`src/hw/evi_pkg.sv`:
```
// Purpose: Shared constants of the encoder velocity and event block
// Assumes: 32-bit AXI4-Lite register port, byte addresses
// Notes: Only the low four event bits exist; the rest read as zero
package evi_pkg;
   localparam int unsigned ADDR_W = 8;
   localparam int unsigned DATA_W = 32;
   // Register byte offsets
   localparam logic [7:0] OFS_CONTROL = 8'h00;
   localparam logic [7:0] OFS_PERIOD_LOAD = 8'h10;
   localparam logic [7:0] OFS_TIMER_VALUE = 8'h14;
   localparam logic [7:0] OFS_PULSE_TALLY = 8'h18;
   localparam logic [7:0] OFS_MEAS_VELOCITY = 8'h1C;
   localparam logic [7:0] OFS_IRQ_ENABLE = 8'h20;
   localparam logic [7:0] OFS_RAW_STATUS = 8'h24;
   localparam logic [7:0] OFS_MASKED_CLEAR = 8'h28;
   // Control fields
   localparam int unsigned CTL_VEL_EN_BIT = 5;
   localparam int unsigned CTL_DIV_LSB = 6;
   localparam int unsigned CTL_DIV_MSB = 8;
   localparam logic [31:0] CTL_WR_MASK = 32'h000001E0;
   // Event bit positions
   localparam int unsigned EV_INDEX = 0;
   localparam int unsigned EV_TIMER = 1;
   localparam int unsigned EV_DIR = 2;
   localparam int unsigned EV_ERROR = 3;
   localparam int unsigned EV_W = 4;
   // Reset values
   localparam logic [31:0] CONTROL_RST = 32'h00000000;
   localparam logic [31:0] LOAD_RST = 32'h00000000;
   localparam logic [31:0] TIMER_RST = 32'h00000000;
   localparam logic [31:0] TALLY_RST = 32'h00000000;
   localparam logic [31:0] SPEED_RST = 32'h00000000;
   localparam logic [3:0] EVENT_RST = 4'h0;
   // AXI responses
   localparam logic [1:0] RESP_OKAY = 2'h0;
   localparam logic [1:0] RESP_SLVERR = 2'h2;
endpackage : evi_pkg

```
`src/hw/evi_top.sv`:
```
// Purpose: Encoder velocity measurement and event latching
// Assumes: Phase and index pins are asynchronous; one clock
// Notes: All state freezes while ce_i is low
// Functional notes
// Running tally readable, read-only, 32 bits
// Tally frozen while velocity enable clear
// Speed register holds previous period count
// Speed register frozen while velocity disabled
// Software uses speed; tally informational only
// Tally is full width, resets zero
// Interrupt when latched event and enabled
// Bit 3 is phase error
// Bit 2 is direction change
// Bit 1 is timer expiry
// Bit 0 is index pulse
// Raw status shows all latched events
// Status bit one once event latched
// Masked status shows only enabled events
// Writing one to masked status clears
// Upper bits reserved, read zero here
// Velocity enable gates timer, tally, speed
// Predivider divides pulses by 1 to 128
// Timer reloads after zero, period load+1
// Period end captures, restarts, latches expiry
// Zero writes keep events; raw writes ignored
`timescale 1ns/1ps
`default_nettype none
module evi_top (
   input wire logic clk_i,
   input wire logic reset_i,
   input wire logic ce_i,
   input wire logic phase_a_i,
   input wire logic phase_b_i,
   input wire logic index_i,
   input wire logic [7:0] s_axi_awaddr_i,
   input wire logic s_axi_awvalid_i,
   output logic s_axi_awready_o,
   input wire logic [31:0] s_axi_wdata_i,
   input wire logic [3:0] s_axi_wstrb_i,
   input wire logic s_axi_wvalid_i,
   output logic s_axi_wready_o,
   output logic [1:0] s_axi_bresp_o,
   output logic s_axi_bvalid_o,
   input wire logic s_axi_bready_i,
   input wire logic [7:0] s_axi_araddr_i,
   input wire logic s_axi_arvalid_i,
   output logic s_axi_arready_o,
   output logic [31:0] s_axi_rdata_o,
   output logic [1:0] s_axi_rresp_o,
   output logic s_axi_rvalid_o,
   input wire logic s_axi_rready_i,
   output logic irq_o
);
   logic aw_ready_reg;
   logic w_ready_reg;
   logic aw_held_reg;
   logic w_held_reg;
   logic [7:0] wr_addr_reg;
   logic [31:0] wr_data_reg;
   logic [3:0] wr_strb_reg;
   logic b_valid_reg;
   logic [1:0] b_resp_reg;
   logic ar_ready_reg;
   logic r_valid_reg;
   logic [31:0] r_data_reg;
   logic [1:0] r_resp_reg;
   logic [31:0] control_reg;
   logic [31:0] load_reg;
   logic [31:0] timer_reg;
   logic [31:0] tally_reg;
   logic [31:0] speed_reg;
   logic [3:0] enable_reg;
   logic [3:0] raw_reg;
   logic irq_reg;
   logic [2:0] sync1_reg;
   logic [2:0] sync2_reg;
   logic [2:0] pins_q_reg;
   logic dir_reg;
   logic [6:0] div_cnt_reg;
   logic do_write;
   logic [31:0] strb_mask;
   logic vel_en;
   logic [2:0] div_sel;
   logic [6:0] div_mask;
   logic a_chg;
   logic b_chg;
   logic step;
   logic dir_now;
   logic inc;
   logic expire;
   logic [3:0] ev_set;
   logic [3:0] ev_clr;
   logic wr_hit_ok;

   assign do_write = aw_held_reg && w_held_reg && !b_valid_reg;
   assign vel_en = control_reg[evi_pkg::CTL_VEL_EN_BIT];
   assign div_sel = control_reg[evi_pkg::CTL_DIV_MSB:evi_pkg::CTL_DIV_LSB];
   assign div_mask = 7'((8'h01 << div_sel) - 8'h01);
   assign a_chg = sync2_reg[0] ^ pins_q_reg[0];
   assign b_chg = sync2_reg[1] ^ pins_q_reg[1];
   assign step = a_chg ^ b_chg;
   // Forward reads as zero like the reset direction, so no false change event after reset
   assign dir_now = !(pins_q_reg[0] ^ sync2_reg[1]);
   // Each valid step counts; the predivider passes one of 2**n
   assign inc = vel_en && step && ((div_cnt_reg & div_mask) == div_mask);
   assign expire = vel_en && (timer_reg == 32'h00000000);

   generate
      for (genvar i = 0; i < 4; i++) begin : g_strb
         assign strb_mask[8*i+7:8*i] = {8{wr_strb_reg[i]}};
      end
   endgenerate

   always_comb begin
      ev_set = 4'h0;
      ev_set[evi_pkg::EV_ERROR] = a_chg && b_chg;
      ev_set[evi_pkg::EV_DIR] = step && (dir_now != dir_reg);
      ev_set[evi_pkg::EV_TIMER] = expire;
      ev_set[evi_pkg::EV_INDEX] = sync2_reg[2] && !pins_q_reg[2];
   end

   // Only the masked-clear offset clears; raw status ignores writes
   assign ev_clr = (do_write && wr_addr_reg == evi_pkg::OFS_MASKED_CLEAR)
      ? (wr_data_reg[3:0] & {4{wr_strb_reg[0]}}) : 4'h0;

   always_comb begin
      case (wr_addr_reg)
         evi_pkg::OFS_CONTROL,
         evi_pkg::OFS_PERIOD_LOAD,
         evi_pkg::OFS_IRQ_ENABLE,
         evi_pkg::OFS_MASKED_CLEAR: wr_hit_ok = 1'b1;
         default: wr_hit_ok = 1'b0;
      endcase
   end

   // Pin synchronisers; first stage feeds only the second
   always_ff @(posedge clk_i or posedge reset_i) begin
      if (reset_i) begin
         sync1_reg <= 3'h0;
         sync2_reg <= 3'h0;
         pins_q_reg <= 3'h0;
      end else if (ce_i) begin
         sync1_reg <= {index_i, phase_b_i, phase_a_i};
         sync2_reg <= sync1_reg;
         pins_q_reg <= sync2_reg;
      end
   end

   always_ff @(posedge clk_i or posedge reset_i) begin
      if (reset_i) begin
         dir_reg <= 1'b0;
      end else if (ce_i && step) begin
         dir_reg <= dir_now;
      end
   end

   always_ff @(posedge clk_i or posedge reset_i) begin
      if (reset_i) begin
         div_cnt_reg <= 7'h00;
      end else if (ce_i && vel_en && step) begin
         div_cnt_reg <= div_cnt_reg + 7'h01;
      end
   end

   // Velocity timer counts down, reloading the cycle after zero
   always_ff @(posedge clk_i or posedge reset_i) begin
      if (reset_i) begin
         timer_reg <= evi_pkg::TIMER_RST;
      end else if (ce_i && vel_en) begin
         if (expire) begin
            timer_reg <= load_reg;
         end else begin
            timer_reg <= timer_reg - 32'h00000001;
         end
      end
   end

   // A pulse in the expiry cycle starts the new tally, not lost
   always_ff @(posedge clk_i or posedge reset_i) begin
      if (reset_i) begin
         tally_reg <= evi_pkg::TALLY_RST;
         speed_reg <= evi_pkg::SPEED_RST;
      end else if (ce_i && vel_en) begin
         if (expire) begin
            speed_reg <= tally_reg;
            tally_reg <= {31'h00000000, inc};
         end else begin
            tally_reg <= tally_reg + {31'h00000000, inc};
         end
      end
   end

   // Set wins over a clear arriving in the same cycle
   always_ff @(posedge clk_i or posedge reset_i) begin
      if (reset_i) begin
         raw_reg <= evi_pkg::EVENT_RST;
      end else if (ce_i) begin
         raw_reg <= (raw_reg & ~ev_clr) | ev_set;
      end
   end

   always_ff @(posedge clk_i or posedge reset_i) begin
      if (reset_i) begin
         irq_reg <= 1'b0;
      end else if (ce_i) begin
         irq_reg <= |(raw_reg & enable_reg);
      end
   end

   always_ff @(posedge clk_i or posedge reset_i) begin
      if (reset_i) begin
         control_reg <= evi_pkg::CONTROL_RST;
         load_reg <= evi_pkg::LOAD_RST;
         enable_reg <= evi_pkg::EVENT_RST;
      end else if (ce_i && do_write) begin
         if (wr_addr_reg == evi_pkg::OFS_CONTROL) begin
            control_reg <= (control_reg & ~(strb_mask & evi_pkg::CTL_WR_MASK))
               | (wr_data_reg & strb_mask & evi_pkg::CTL_WR_MASK);
         end
         if (wr_addr_reg == evi_pkg::OFS_PERIOD_LOAD) begin
            load_reg <= (load_reg & ~strb_mask) | (wr_data_reg & strb_mask);
         end
         if (wr_addr_reg == evi_pkg::OFS_IRQ_ENABLE && wr_strb_reg[0]) begin
            enable_reg <= wr_data_reg[3:0];
         end
      end
   end

   // Write channel: address and data taken in either order
   always_ff @(posedge clk_i or posedge reset_i) begin
      if (reset_i) begin
         aw_ready_reg <= 1'b0;
         aw_held_reg <= 1'b0;
         wr_addr_reg <= 8'h00;
      end else if (ce_i) begin
         if (aw_ready_reg && s_axi_awvalid_i) begin
            aw_ready_reg <= 1'b0;
            aw_held_reg <= 1'b1;
            wr_addr_reg <= {s_axi_awaddr_i[7:2], 2'h0};
         end else if (do_write) begin
            aw_held_reg <= 1'b0;
         end else if (!aw_held_reg && !b_valid_reg) begin
            aw_ready_reg <= 1'b1;
         end
      end
   end

   always_ff @(posedge clk_i or posedge reset_i) begin
      if (reset_i) begin
         w_ready_reg <= 1'b0;
         w_held_reg <= 1'b0;
         wr_data_reg <= 32'h00000000;
         wr_strb_reg <= 4'h0;
      end else if (ce_i) begin
         if (w_ready_reg && s_axi_wvalid_i) begin
            w_ready_reg <= 1'b0;
            w_held_reg <= 1'b1;
            wr_data_reg <= s_axi_wdata_i;
            wr_strb_reg <= s_axi_wstrb_i;
         end else if (do_write) begin
            w_held_reg <= 1'b0;
         end else if (!w_held_reg && !b_valid_reg) begin
            w_ready_reg <= 1'b1;
         end
      end
   end

   always_ff @(posedge clk_i or posedge reset_i) begin
      if (reset_i) begin
         b_valid_reg <= 1'b0;
         b_resp_reg <= evi_pkg::RESP_OKAY;
      end else if (ce_i) begin
         if (do_write) begin
            b_valid_reg <= 1'b1;
            b_resp_reg <= wr_hit_ok ? evi_pkg::RESP_OKAY : evi_pkg::RESP_SLVERR;
         end else if (b_valid_reg && s_axi_bready_i) begin
            b_valid_reg <= 1'b0;
         end
      end
   end

   // Read channel; reads have no side effects
   always_ff @(posedge clk_i or posedge reset_i) begin
      if (reset_i) begin
         ar_ready_reg <= 1'b0;
         r_valid_reg <= 1'b0;
         r_data_reg <= 32'h00000000;
         r_resp_reg <= evi_pkg::RESP_OKAY;
      end else if (ce_i) begin
         if (ar_ready_reg && s_axi_arvalid_i) begin
            ar_ready_reg <= 1'b0;
            r_valid_reg <= 1'b1;
            r_resp_reg <= evi_pkg::RESP_OKAY;
            // Reserved event bits read zero
            case ({s_axi_araddr_i[7:2], 2'h0})
               evi_pkg::OFS_CONTROL: r_data_reg <= control_reg;
               evi_pkg::OFS_PERIOD_LOAD: r_data_reg <= load_reg;
               evi_pkg::OFS_TIMER_VALUE: r_data_reg <= timer_reg;
               evi_pkg::OFS_PULSE_TALLY: r_data_reg <= tally_reg;
               evi_pkg::OFS_MEAS_VELOCITY: r_data_reg <= speed_reg;
               evi_pkg::OFS_IRQ_ENABLE: r_data_reg <= {28'h0000000, enable_reg};
               evi_pkg::OFS_RAW_STATUS: r_data_reg <= {28'h0000000, raw_reg};
               evi_pkg::OFS_MASKED_CLEAR: r_data_reg <= {28'h0000000, raw_reg & enable_reg};
               default: begin
                  r_data_reg <= 32'h00000000;
                  r_resp_reg <= evi_pkg::RESP_SLVERR;
               end
            endcase
         end else if (r_valid_reg && s_axi_rready_i) begin
            r_valid_reg <= 1'b0;
         end else if (!r_valid_reg && !ar_ready_reg) begin
            ar_ready_reg <= 1'b1;
         end
      end
   end

   assign s_axi_awready_o = aw_ready_reg;
   assign s_axi_wready_o = w_ready_reg;
   assign s_axi_bvalid_o = b_valid_reg;
   assign s_axi_bresp_o = b_resp_reg;
   assign s_axi_arready_o = ar_ready_reg;
   assign s_axi_rvalid_o = r_valid_reg;
   assign s_axi_rdata_o = r_data_reg;
   assign s_axi_rresp_o = r_resp_reg;
   assign irq_o = irq_reg;
endmodule : evi_top
`default_nettype wire

```
`config.mk`:
```
export PLATFORM = sky130hd
export DESIGN_NAME = evi_top
export DESIGN_NICKNAME = d
export VERILOG_FILES = /design/src/hw/evi_pkg.sv /design/src/hw/evi_top.sv
export SDC_FILE = /design/constraint.sdc
export NUM_CORES = 1
export LEC_CHECK = 0
export ABC_AREA = 1
export BUFFER_PORTS_ARGS = -buffer_cell sky130_fd_sc_hd__buf_2
export CORE_UTILIZATION = 35
export DETAILED_ROUTE_END_ITERATION = 12
export GPL_ROUTABILITY_DRIVEN = 0
export SYNTH_ARGS = -nofsm -noshare
export SYNTH_HDL_FRONTEND = slang
export SYNTH_SLANG_ARGS = --single-unit
```
`constraint.sdc`:
```
create_clock -name clk_i -period 10.35 [get_ports clk_i]
set_input_delay 0.5175 -clock clk_i [delete_from_list [all_inputs] [get_ports clk_i]]
set_output_delay 0.5175 -clock clk_i [all_outputs]
set_load 0.02 [all_outputs]
```
* After elaboration in Yosys (flattened, before gate mapping)
Cells that the tools add are included.
** Operators by class
- Reduce and logical (&&, ||, !) cells :: 57
- Bitwise logic cells :: 17
- Mux-type cells :: 23
- Shifts and indexed selects :: 1
- Add/subtract/negate cells :: 4
- Equal/unequal tests :: 15
** Operators by type and width (number)
- $pmux 32 s8 :: 1
- $and 32x32->32 :: 3
- $mux 32 :: 2
- $add 32x1->32 :: 1
- $logic_not 32->1 :: 1
- $not 32->32 :: 1
- $not 9->32 :: 1
- $or 32x32->32 :: 1
- $or 32x9->32 :: 1
- $sub 32x1->32 const B :: 1
- $eq 6x3->1 const B :: 5
- $eq 6x4->1 const B :: 5
- $reduce_and 2->1 :: 12
- $logic_and 1x1->1 :: 22
- $mux 1 :: 17
- $reduce_bool 2->1 :: 7
- $and 4x4->4 :: 3
- $reduce_and 3->1 :: 3
- $logic_not 8->1 :: 1
- $reduce_or 4->1 :: 2
- $reduce_or 8->1 :: 1
- $add 7x1->7 const B :: 1
- $and 7x7->7 :: 1
- $eq 7x7->1 :: 1
- other kinds (12) :: 23
** Storage, ports and cells
- Word-level logic and storage cells :: 143
- Bits of input ports :: 63
- Output and inout bits :: 42
- Flip-flop bits (word level) :: 271

* Longest topological paths before layout
Gate-level depths: netlist (run 1).
- Word-level depth :: 7
- Gate-level depth with buffers :: 21
- Mapped depth without buffers :: 21

* Worst setup path after synthesis (run 1)
No wires, ideal clock.
- Kind :: register to register
- From :: register pins_q_reg[0]
- To :: register tally_reg[24]
- Stages on the path, launching flop included :: 18
- Clock period less this slack :: 2471 ps
- Slack :: 7879 ps
- Required time :: 10279 ps
- Setup time :: 71 ps
- Path buffers :: 0
- Data arrival time :: 2399 ps
- Cell sequence :: dfrtp_1 > xor2_1 > ha_1 > nand2_1 > nor2_1 > nand3_1 > nor2_1 > nand2_1 > inv_1 > ha_1 > nand2_1 > nor2_1 > nand3_1 > nor2_2 > nand3_1 > o21ai_1 > nand2_1 > nor2_1
** On the way
- Longest elaborated chain between the ends :: 6
** Ends and longest elaborated chain
- from (decl) :: RTL line evi_top.sv:77 : logic [2:0] pins_q_reg;
- from (signal assigned) :: RTL line evi_top.sv:145 : pins_q_reg <= sync2_reg;
- $xor 1x1->1 :: RTL line evi_top.sv:99 : assign a_chg = sync2_reg[0] ^ pins_q_reg[0];
- $xor 1x1->1 :: RTL line evi_top.sv:101 : assign step = a_chg ^ b_chg;
- $logic_and 1x1->1 (2 in series) :: RTL line evi_top.sv:105 : assign inc = vel_en && step && ((div_cnt_reg & div_mask) == div_mask);
- $add 32x1->32 :: RTL line evi_top.sv:188 : tally_reg <= tally_reg + {31'h00000000, inc};
- $mux 32 :: RTL line evi_top.sv:184 : if (expire) begin
- to (signal assigned) :: RTL line evi_top.sv:181 : tally_reg <= evi_pkg::TALLY_RST;
- to (signal assigned) :: RTL line evi_top.sv:186 : tally_reg <= {31'h00000000, inc};
- to (signal assigned) :: RTL line evi_top.sv:188
- to (decl) :: RTL line evi_top.sv:70 : logic [31:0] tally_reg;
Every way passes these cells.
A chain may end at the register's enable or synchronous reset.

==> impl_metrics.env, run 1 <==
export IMPL_register_area_um2=6030
export IMPL_drcViolationCount=0
export IMPL_final_setup_viol_count=0
export IMPL_synthCells=1625
export IMPL_finalWirelength_mm=34.1
export IMPL_numClockSinks=241
export IMPL_fmax_ghz=0.322
export IMPL_final_antenna_net_count=0
export IMPL_die_h_um=190
export IMPL_synth_top_area_share_pct=48.5
export IMPL_core_um2=34700
export IMPL_yosysWarnings=0
export IMPL_h_tree_depth=1
export IMPL_synth_area_per_cell_um2=7.65
export IMPL_synth_area_leader_cell="dfrtp_1"
export IMPL_ys_ff_latch=241
export IMPL_antenna_found_initial=0
export IMPL_path_clk_slew_ps=60
export IMPL_io_buffers=98
export IMPL_setup_slack_ps=7250
export IMPL_initial_core_util_pct=35.8
export IMPL_drtIter0Drc=876
export IMPL_viasPerCell=4.90
export IMPL_cp_required_ps=10790
export IMPL_worstPathArrival_ps=3540
export IMPL_cts_tree="built"
export IMPL_synth_seq_area_share_pct=48.5
export IMPL_rsz0062_at_grt="false"
export IMPL_cts_resized=0
export IMPL_fin_nets=1778
export IMPL_synth_edff_count=0
export IMPL_fillers=3615
export IMPL_synth_area_top_cells="dfrtp_1, nand2_1, o21ai_0"
export IMPL_ir_worst_vdd_mv=0.127
export IMPL_ys_flop_type="dfrtp_1"
export IMPL_clock_path_buffers=3
export IMPL_ios=105
export IMPL_grt_ovfl_total=0
export IMPL_yosysUniqueCellTypes=47
export IMPL_grt_pass1_wl_mm=55.7
export IMPL_skew_ps=30.3
export IMPL_wl_per_cell_um=15.6
export IMPL_holdWs_ps=130
export IMPL_syn_to_final_growth_pct=15.3
export IMPL_first_pass_iters=5
export IMPL_min_period_over_period_pct=30.0
export IMPL_p_leak_nw=7.01
export IMPL_hp_class="primary input to async pin"
export IMPL_async_reset_ff_share_pct=100
export IMPL_max_slew_margin_rel_pct=37.4
export IMPL_dpl_worst_slack_ps=7260
export IMPL_worst_setup_path_end_kind="flip-flop"
export IMPL_cp_max_fo=7
export IMPL_power_density_nw_per_um2=201
export IMPL_ctsHoldBuffers=0
export IMPL_outcome="completed"
export IMPL_cts_made_buffers=26
export IMPL_tns_ps=0
export IMPL_hold_viol_final=0
export IMPL_tightest_slew_ps=938
export IMPL_die_area_um2=36300
export IMPL_cts_setup_buffers=0
export IMPL_syn_area_um2=12400
export IMPL_worst_setup_path_type="flip-flop to flip-flop"
export IMPL_track_usage_pct=19.3
export IMPL_root_buffer="clkbuf_16"
export IMPL_multi_input_area_um2=5470
export IMPL_hpwl_mm=24.5
export IMPL_start_kind="flip-flop"
export IMPL_max_cap_viol_count=0
export IMPL_clk_latency_ps=550
export IMPL_grt_pass1_vias=10342
export IMPL_grt_max_degree=105
export IMPL_rows=68
export IMPL_die_w_um=190
export IMPL_fin_crit_ps=3100
export IMPL_num_antenna_cells=0
export IMPL_vias=10699
export IMPL_slew_viol_final=0
export IMPL_layout_drive_gt1_share_pct=12.5
## layout make-up
type	count	area share (%)
flip-flops and latches	241	42.1
clock inverters	16	2.35
multi-input cells	1159	38.1
inverters	176	4.66
repair buffers	105	3.79
clock buffers	32	4.99
well taps	455	3.97
## metal layers
metal / up-vias / track usage [%] / wire length, um
met1: 4964 / 27.4 / 16000
met3: 66 / 2.28 / 1780
met4: 0 / 6.86 / 1090
met5: - / 0 / 0
met2: 326 / 30.4 / 15200
li1: 5343 / - / -
## synthesized netlist by cell type (9+ instances only)
cell type and n:
o21ai_2 24, nor2_2 14, a21oi_1 17, xor2_1 27, o21ai_0 137, xnor2_1 9
o21ai_1 22, nand3_1 77, nor3_1 22, buf_2 18, inv_1 171, nand4_1 22
nand2_1 533, clkbuf_1 17, o22ai_1 13, nor2_1 176, o211ai_1 16, dfrtp_1 241
## report_power, final
part	leakage [nW]	switching, W	internal (W)
Clock	0.512	0.000396	0.000739
Combinational	3.40	0.000357	0.000166
Sequential	3.10	0.000116	0.00110
## worst max-delay path, cell delays in order, from the launching register on
cell and delay (ps):
dfrtp_1 510, inv_1 140, nand2_1 110, ha_1 210
inv_1 60, o21ai_0 170, a21oi_1 60, nor2_1 80
nand2_1 120, inv_1 100, ha_1 210, nand2_1 90
nor2_1 230, nand3_1 220, nor2_2 260, nand3_1 190
nor3_1 190, nor2_1 70
## through the flow
step	total power (W)	utilization, %	cell area (um^2)	std cells
6_report	0.00288	41.3	14300	2184
3_3_place_gp	0.00174	38.2	13300	2136
5_1_grt	0.00304	41.3	14300	2184
3_5_place_dp	0.00176	38.2	13300	2136
4_1_cts	0.00290	41.3	14300	2184
2_1_floorplan	0.00159	-	12400	1626
## final timing paths
path	startpoint	to	slack, ps	cells past startpoint
worst max-delay path	flip-flop	tally_reg[24]	7250	17
worst max register to register	flip-flop	tally_reg[24]	7250	17
min in group clk_i	s_axi_wstrb_i[3]	wr_strb_reg[3]	160	3
max in group asynchronous	reset_i	wr_data_reg[19]	8800	3
worst min-delay path	reset_i	s_axi_arready_o	130	2
worst min register to register	sync1_reg[0]	sync1_reg[0]	470	2
## cell families after synthesis
kind of cell,share of synthesized area (%)
xor+xnor,2.54
other cells,0.0302
simple gates,29.8
compound gates,10.9
flops,48.5
mux,0.0906
buf+inv,7.49
fa+ha+maj,0.604
## cells in the final DEF (no fill, tap or decap), drive strengths merged
master and n:
bufinv 10, o22ai 13, or2 7, buf 105, conb 2, dfrtp 241, clkinvlp 1, o2111ai 1
clkbuf 32, nor2 196, a21oi 17, nand3 80, o21a 2, and3 1, nor3 23, ha 6
mux2 1, xor2 27, xnor2 9, and2 1, o211ai 17, inv 175, a31oi 2, nand3b 2
a21boi 2, clkinv 6, nand4 25, nor4 2, o21ai 183, nand2 539, nor3b 1
Note: power is estimated with default switching activity, not from simulation.
==> run 2, diff against run 1 <==
--- a/config.mk
+++ b/config.mk
@@ -5,7 +5,7 @@
 export SDC_FILE = /design/constraint.sdc
 export NUM_CORES = 1
 export LEC_CHECK = 0
-export ABC_AREA = 1
+export ABC_AREA = 0
 export BUFFER_PORTS_ARGS = -buffer_cell sky130_fd_sc_hd__buf_2
 export CORE_UTILIZATION = 35
 export DETAILED_ROUTE_END_ITERATION = 12
==> constraint.sdc (replaced) <==
create_clock -name clk_i -period 3.08 [get_ports clk_i]
set_input_delay 0.154 -clock clk_i [delete_from_list [all_inputs] [get_ports clk_i]]
set_output_delay 0.154 -clock clk_i [all_outputs]
set_load 0.02 [all_outputs]
==> run 2 against run 1 <==
Compared with the run above:
- highest routed layer unchanged
- design area shrank 0.87%
- power increased to 2.9 times the previous value
- first-iteration DRC count fell by 38%
- global-route usage shrank 1.5 points
- area after synthesis shrank 7.7%
- combinational power is 150% higher
- utilization is 3.3 points higher
- critical endpoint is now tally_reg[17]
- critical path depth shrank 3
- final cell count is 24% lower
==> impl_metrics.env, run 2 <==
export IMPL_final_setup_viol_count=0
export IMPL_final_common_cell="dfrtp_1"
export IMPL_ir_worst_vdd_mv=0.377
export IMPL_rr_worst_depth=14
export IMPL_synth_edff_count=0
export IMPL_ys_flop_type="dfrtp_1"
export IMPL_worst_setup_path_type="flip-flop to flip-flop"
export IMPL_final_antenna_net_count=0
export IMPL_outcome="completed"
export IMPL_power_density_nw_per_um2=597
export IMPL_synth_area_top_cells="dfrtp_1, mux2_2, nand2_1"
export IMPL_slowest_delay_ps=410
export IMPL_yosys_top_cells_count="dfrtp_1, mux2_2, nand2_1"
export IMPL_h_tree_depth=1
export IMPL_fin_area_um2=14200
export IMPL_timing_rr_end="tally_reg[17]"
export IMPL_setup_slack_ps=74.6
export IMPL_grt_ovfl_total=0
export IMPL_cts_made_buffers=25
export IMPL_worstPathArrival_ps=3410
export IMPL_cp_required_ps=3490
export IMPL_cp_max_fo=8
export IMPL_track_usage_pct=17.8
export IMPL_initial_core_util_pct=36.0
export IMPL_rows=65
export IMPL_min_period_over_period_pct=97.6
export IMPL_fmax_ghz=0.333
export IMPL_yosysUniqueCellTypes=61
export IMPL_io_buffers=98
export IMPL_first_pass_iters=5
export IMPL_synth_area_leader_cell="dfrtp_1"
export IMPL_drcViolationCount=0
export IMPL_layout_drive_gt1_share_pct=30.4
export IMPL_synth_seq_area_share_pct=52.6
export IMPL_root_buffer="clkbuf_16"
export IMPL_dp_cells=1569
export IMPL_grt_pass1_wl_mm=47.7
export IMPL_vias=8754
export IMPL_path_clk_slew_ps=60
export IMPL_p_leak_nw=6.51
export IMPL_hold_depth=4
export IMPL_slew_viol_final=0
export IMPL_dpl_worst_slack_ps=-1.54
export IMPL_hp_class="primary input to flip-flop"
export IMPL_num_antenna_cells=0
export IMPL_fillers=2948
export IMPL_rsz0062_at_grt="true"
export IMPL_worst_setup_path_end_kind="flip-flop"
export IMPL_drtIter0Drc=544
export IMPL_synth_top_area_share_pct=52.6
export IMPL_synthCells=1041
export IMPL_clk_latency_ps=520
export IMPL_power_w=0.00848
export IMPL_ys_ff_latch=241
export IMPL_viasPerCell=5.25
export IMPL_skew_ps=8.98
export IMPL_yosysWarnings=0
export IMPL_synth_most_common_cell="dfrtp_1"
export IMPL_tightest_slew_ps=985
export IMPL_grt_pass1_vias=8564
export IMPL_antenna_found_initial=0
export IMPL_numClockSinks=241
export IMPL_dpl_instance_area_um2=12700
export IMPL_max_slew_margin_rel_pct=33.8
export IMPL_max_cap_viol_count=0
export IMPL_clock_path_buffers=3
export IMPL_hpwl_mm=20.5
export IMPL_holdCritStartpoint="ce_i"
export IMPL_syn_to_final_growth_pct=23.8
export IMPL_async_reset_ff_share_pct=100
export IMPL_syn_area_um2=11500
export IMPL_crit_chain="or3_4, ha_4, o211ai_1, a221o_1, a311oi_2, buf_4, ha_4, nand3_4, buf_4, nor2_2, buf_6, nand4_1, xor2_1, nor2_1"
export IMPL_cts_tree="built"
export IMPL_layout_common_cells="dfrtp_1, mux2_2, buf_2, nand2_1, nor2_1"
export IMPL_finalWirelength_mm=29.6
export IMPL_hold_viol_final=0
export IMPL_core_um2=31900
export IMPL_critPathSlowestCell="or3_4"
export IMPL_die_h_um=183
export IMPL_final_cells=1667
export IMPL_wl_per_cell_um=17.8
export IMPL_die_w_um=183
export IMPL_fin_crit_ps=3010
export IMPL_r2r_slack_ps=70
export IMPL_start_kind="flip-flop"
export IMPL_grt_max_degree=87
export IMPL_die_area_um2=33500
export IMPL_synth_area_per_cell_um2=11.0
export IMPL_ios=105
export IMPL_fin_nets=1284
export IMPL_tns_ps=0
export IMPL_min_to="timer_reg[2]"
-- run 2: cell types whose count changed in the layout (fill, tap and decap cells not counted), moves of 35 or more --
cell,previous run,this run
inv_1,169,18
nor2_1,176,84
buf_4,7,48
o21ai_0,137,61
mux2_2,1,150
a22oi_1,0,35
nand3_1,77,34
nand2_1,533,89
dlygate4sd3_1,0,50
-- run 2: cells by family (layout without fill, tap and decap cells) --
group	Yosys count	count (layout)	share of synthesized area [%]
and+or+nand+nor	327	327	13.9
AOI/OAI and AO/OA	183	183	10.1
other	1	2	0.0327
DFF	241	241	52.6
adders and majority gates	6	6	0.654
buffers and inverters	76	266	2.77
muxes	159	159	16.3
xor gates and xnor gates	48	48	3.66
-- run 2: cell type report --
type	count	area (um^2)	share of cell area, %
timing repair buffer	203	1470	10.4
inverter	19	75.1	0.529
clock inverter	8	115	0.810
tap	435	544	3.83
clock buffer	36	737	5.19
multi-input combinational	725	5230	36.8
sequential	241	6030	42.5
-- run 2: worst max-delay path by stage --
stage / endpoint / cells past startpoint / slack [ps]
global route: tally_reg[26] / 13 / -40
detailed placement: tally_reg[26] / 13 / -2
finish: tally_reg[17] / 14 / 70
floorplan: async pin / 1 / -240
CTS: tally_reg[17] / 14 / -10
global placement: tally_reg[26] / 13 / 40
-- run 2: critical path: cells and delay by family, from the launching register on --
family / cells / cell delay [ps]
AOI/OAI and AO/OA: 3 / 630
xor gates and xnor gates: 1 / 190
adders and majority gates: 2 / 420
buffers and inverters: 3 / 490
DFF: 1 / 390
and+or+nand+nor: 5 / 760
-- run 2: through the flow --
step	hold slack (ps)	utilization (%)
after CTS	75.5	44.3
after detailed placement	358	39.9
after global routing	134	44.5
after floorplan	305	-
final	118	44.5
after global placement	366	39.9
-- run 2: layer usage --
metal	up-vias	global-route usage [%]	part of all wire (%)
li1	4092	-	-
met3	35	2.32	4.5
met2	187	28.1	46
met1	4440	26.1	48
met5	-	0	0
met4	0	3.87	1.4
-- run 2: power by group --
| part | switching [W] | total [W] | internal [W] |
|---|---|---|---|
| Clock | 0.00124 | 0.00314 | 0.00190 |
| Sequential | 0.000388 | 0.00404 | 0.00365 |
| Combinational | 0.000617 | 0.00130 | 0.000683 |
-- run 2: timing repair --
| item | in CTS | in global routing |
|---|---|---|
| hold buffers | 50 | 0 |
| setup buffers | 1 | 2 |
| setup endpoints to repair | 9 | 21 |
| gates resized for setup | 3 | 14 |
| cloned | 1 | 0 |
| hold endpoints to repair | 289 | 0 |
| pin swaps | 1 | 1 |
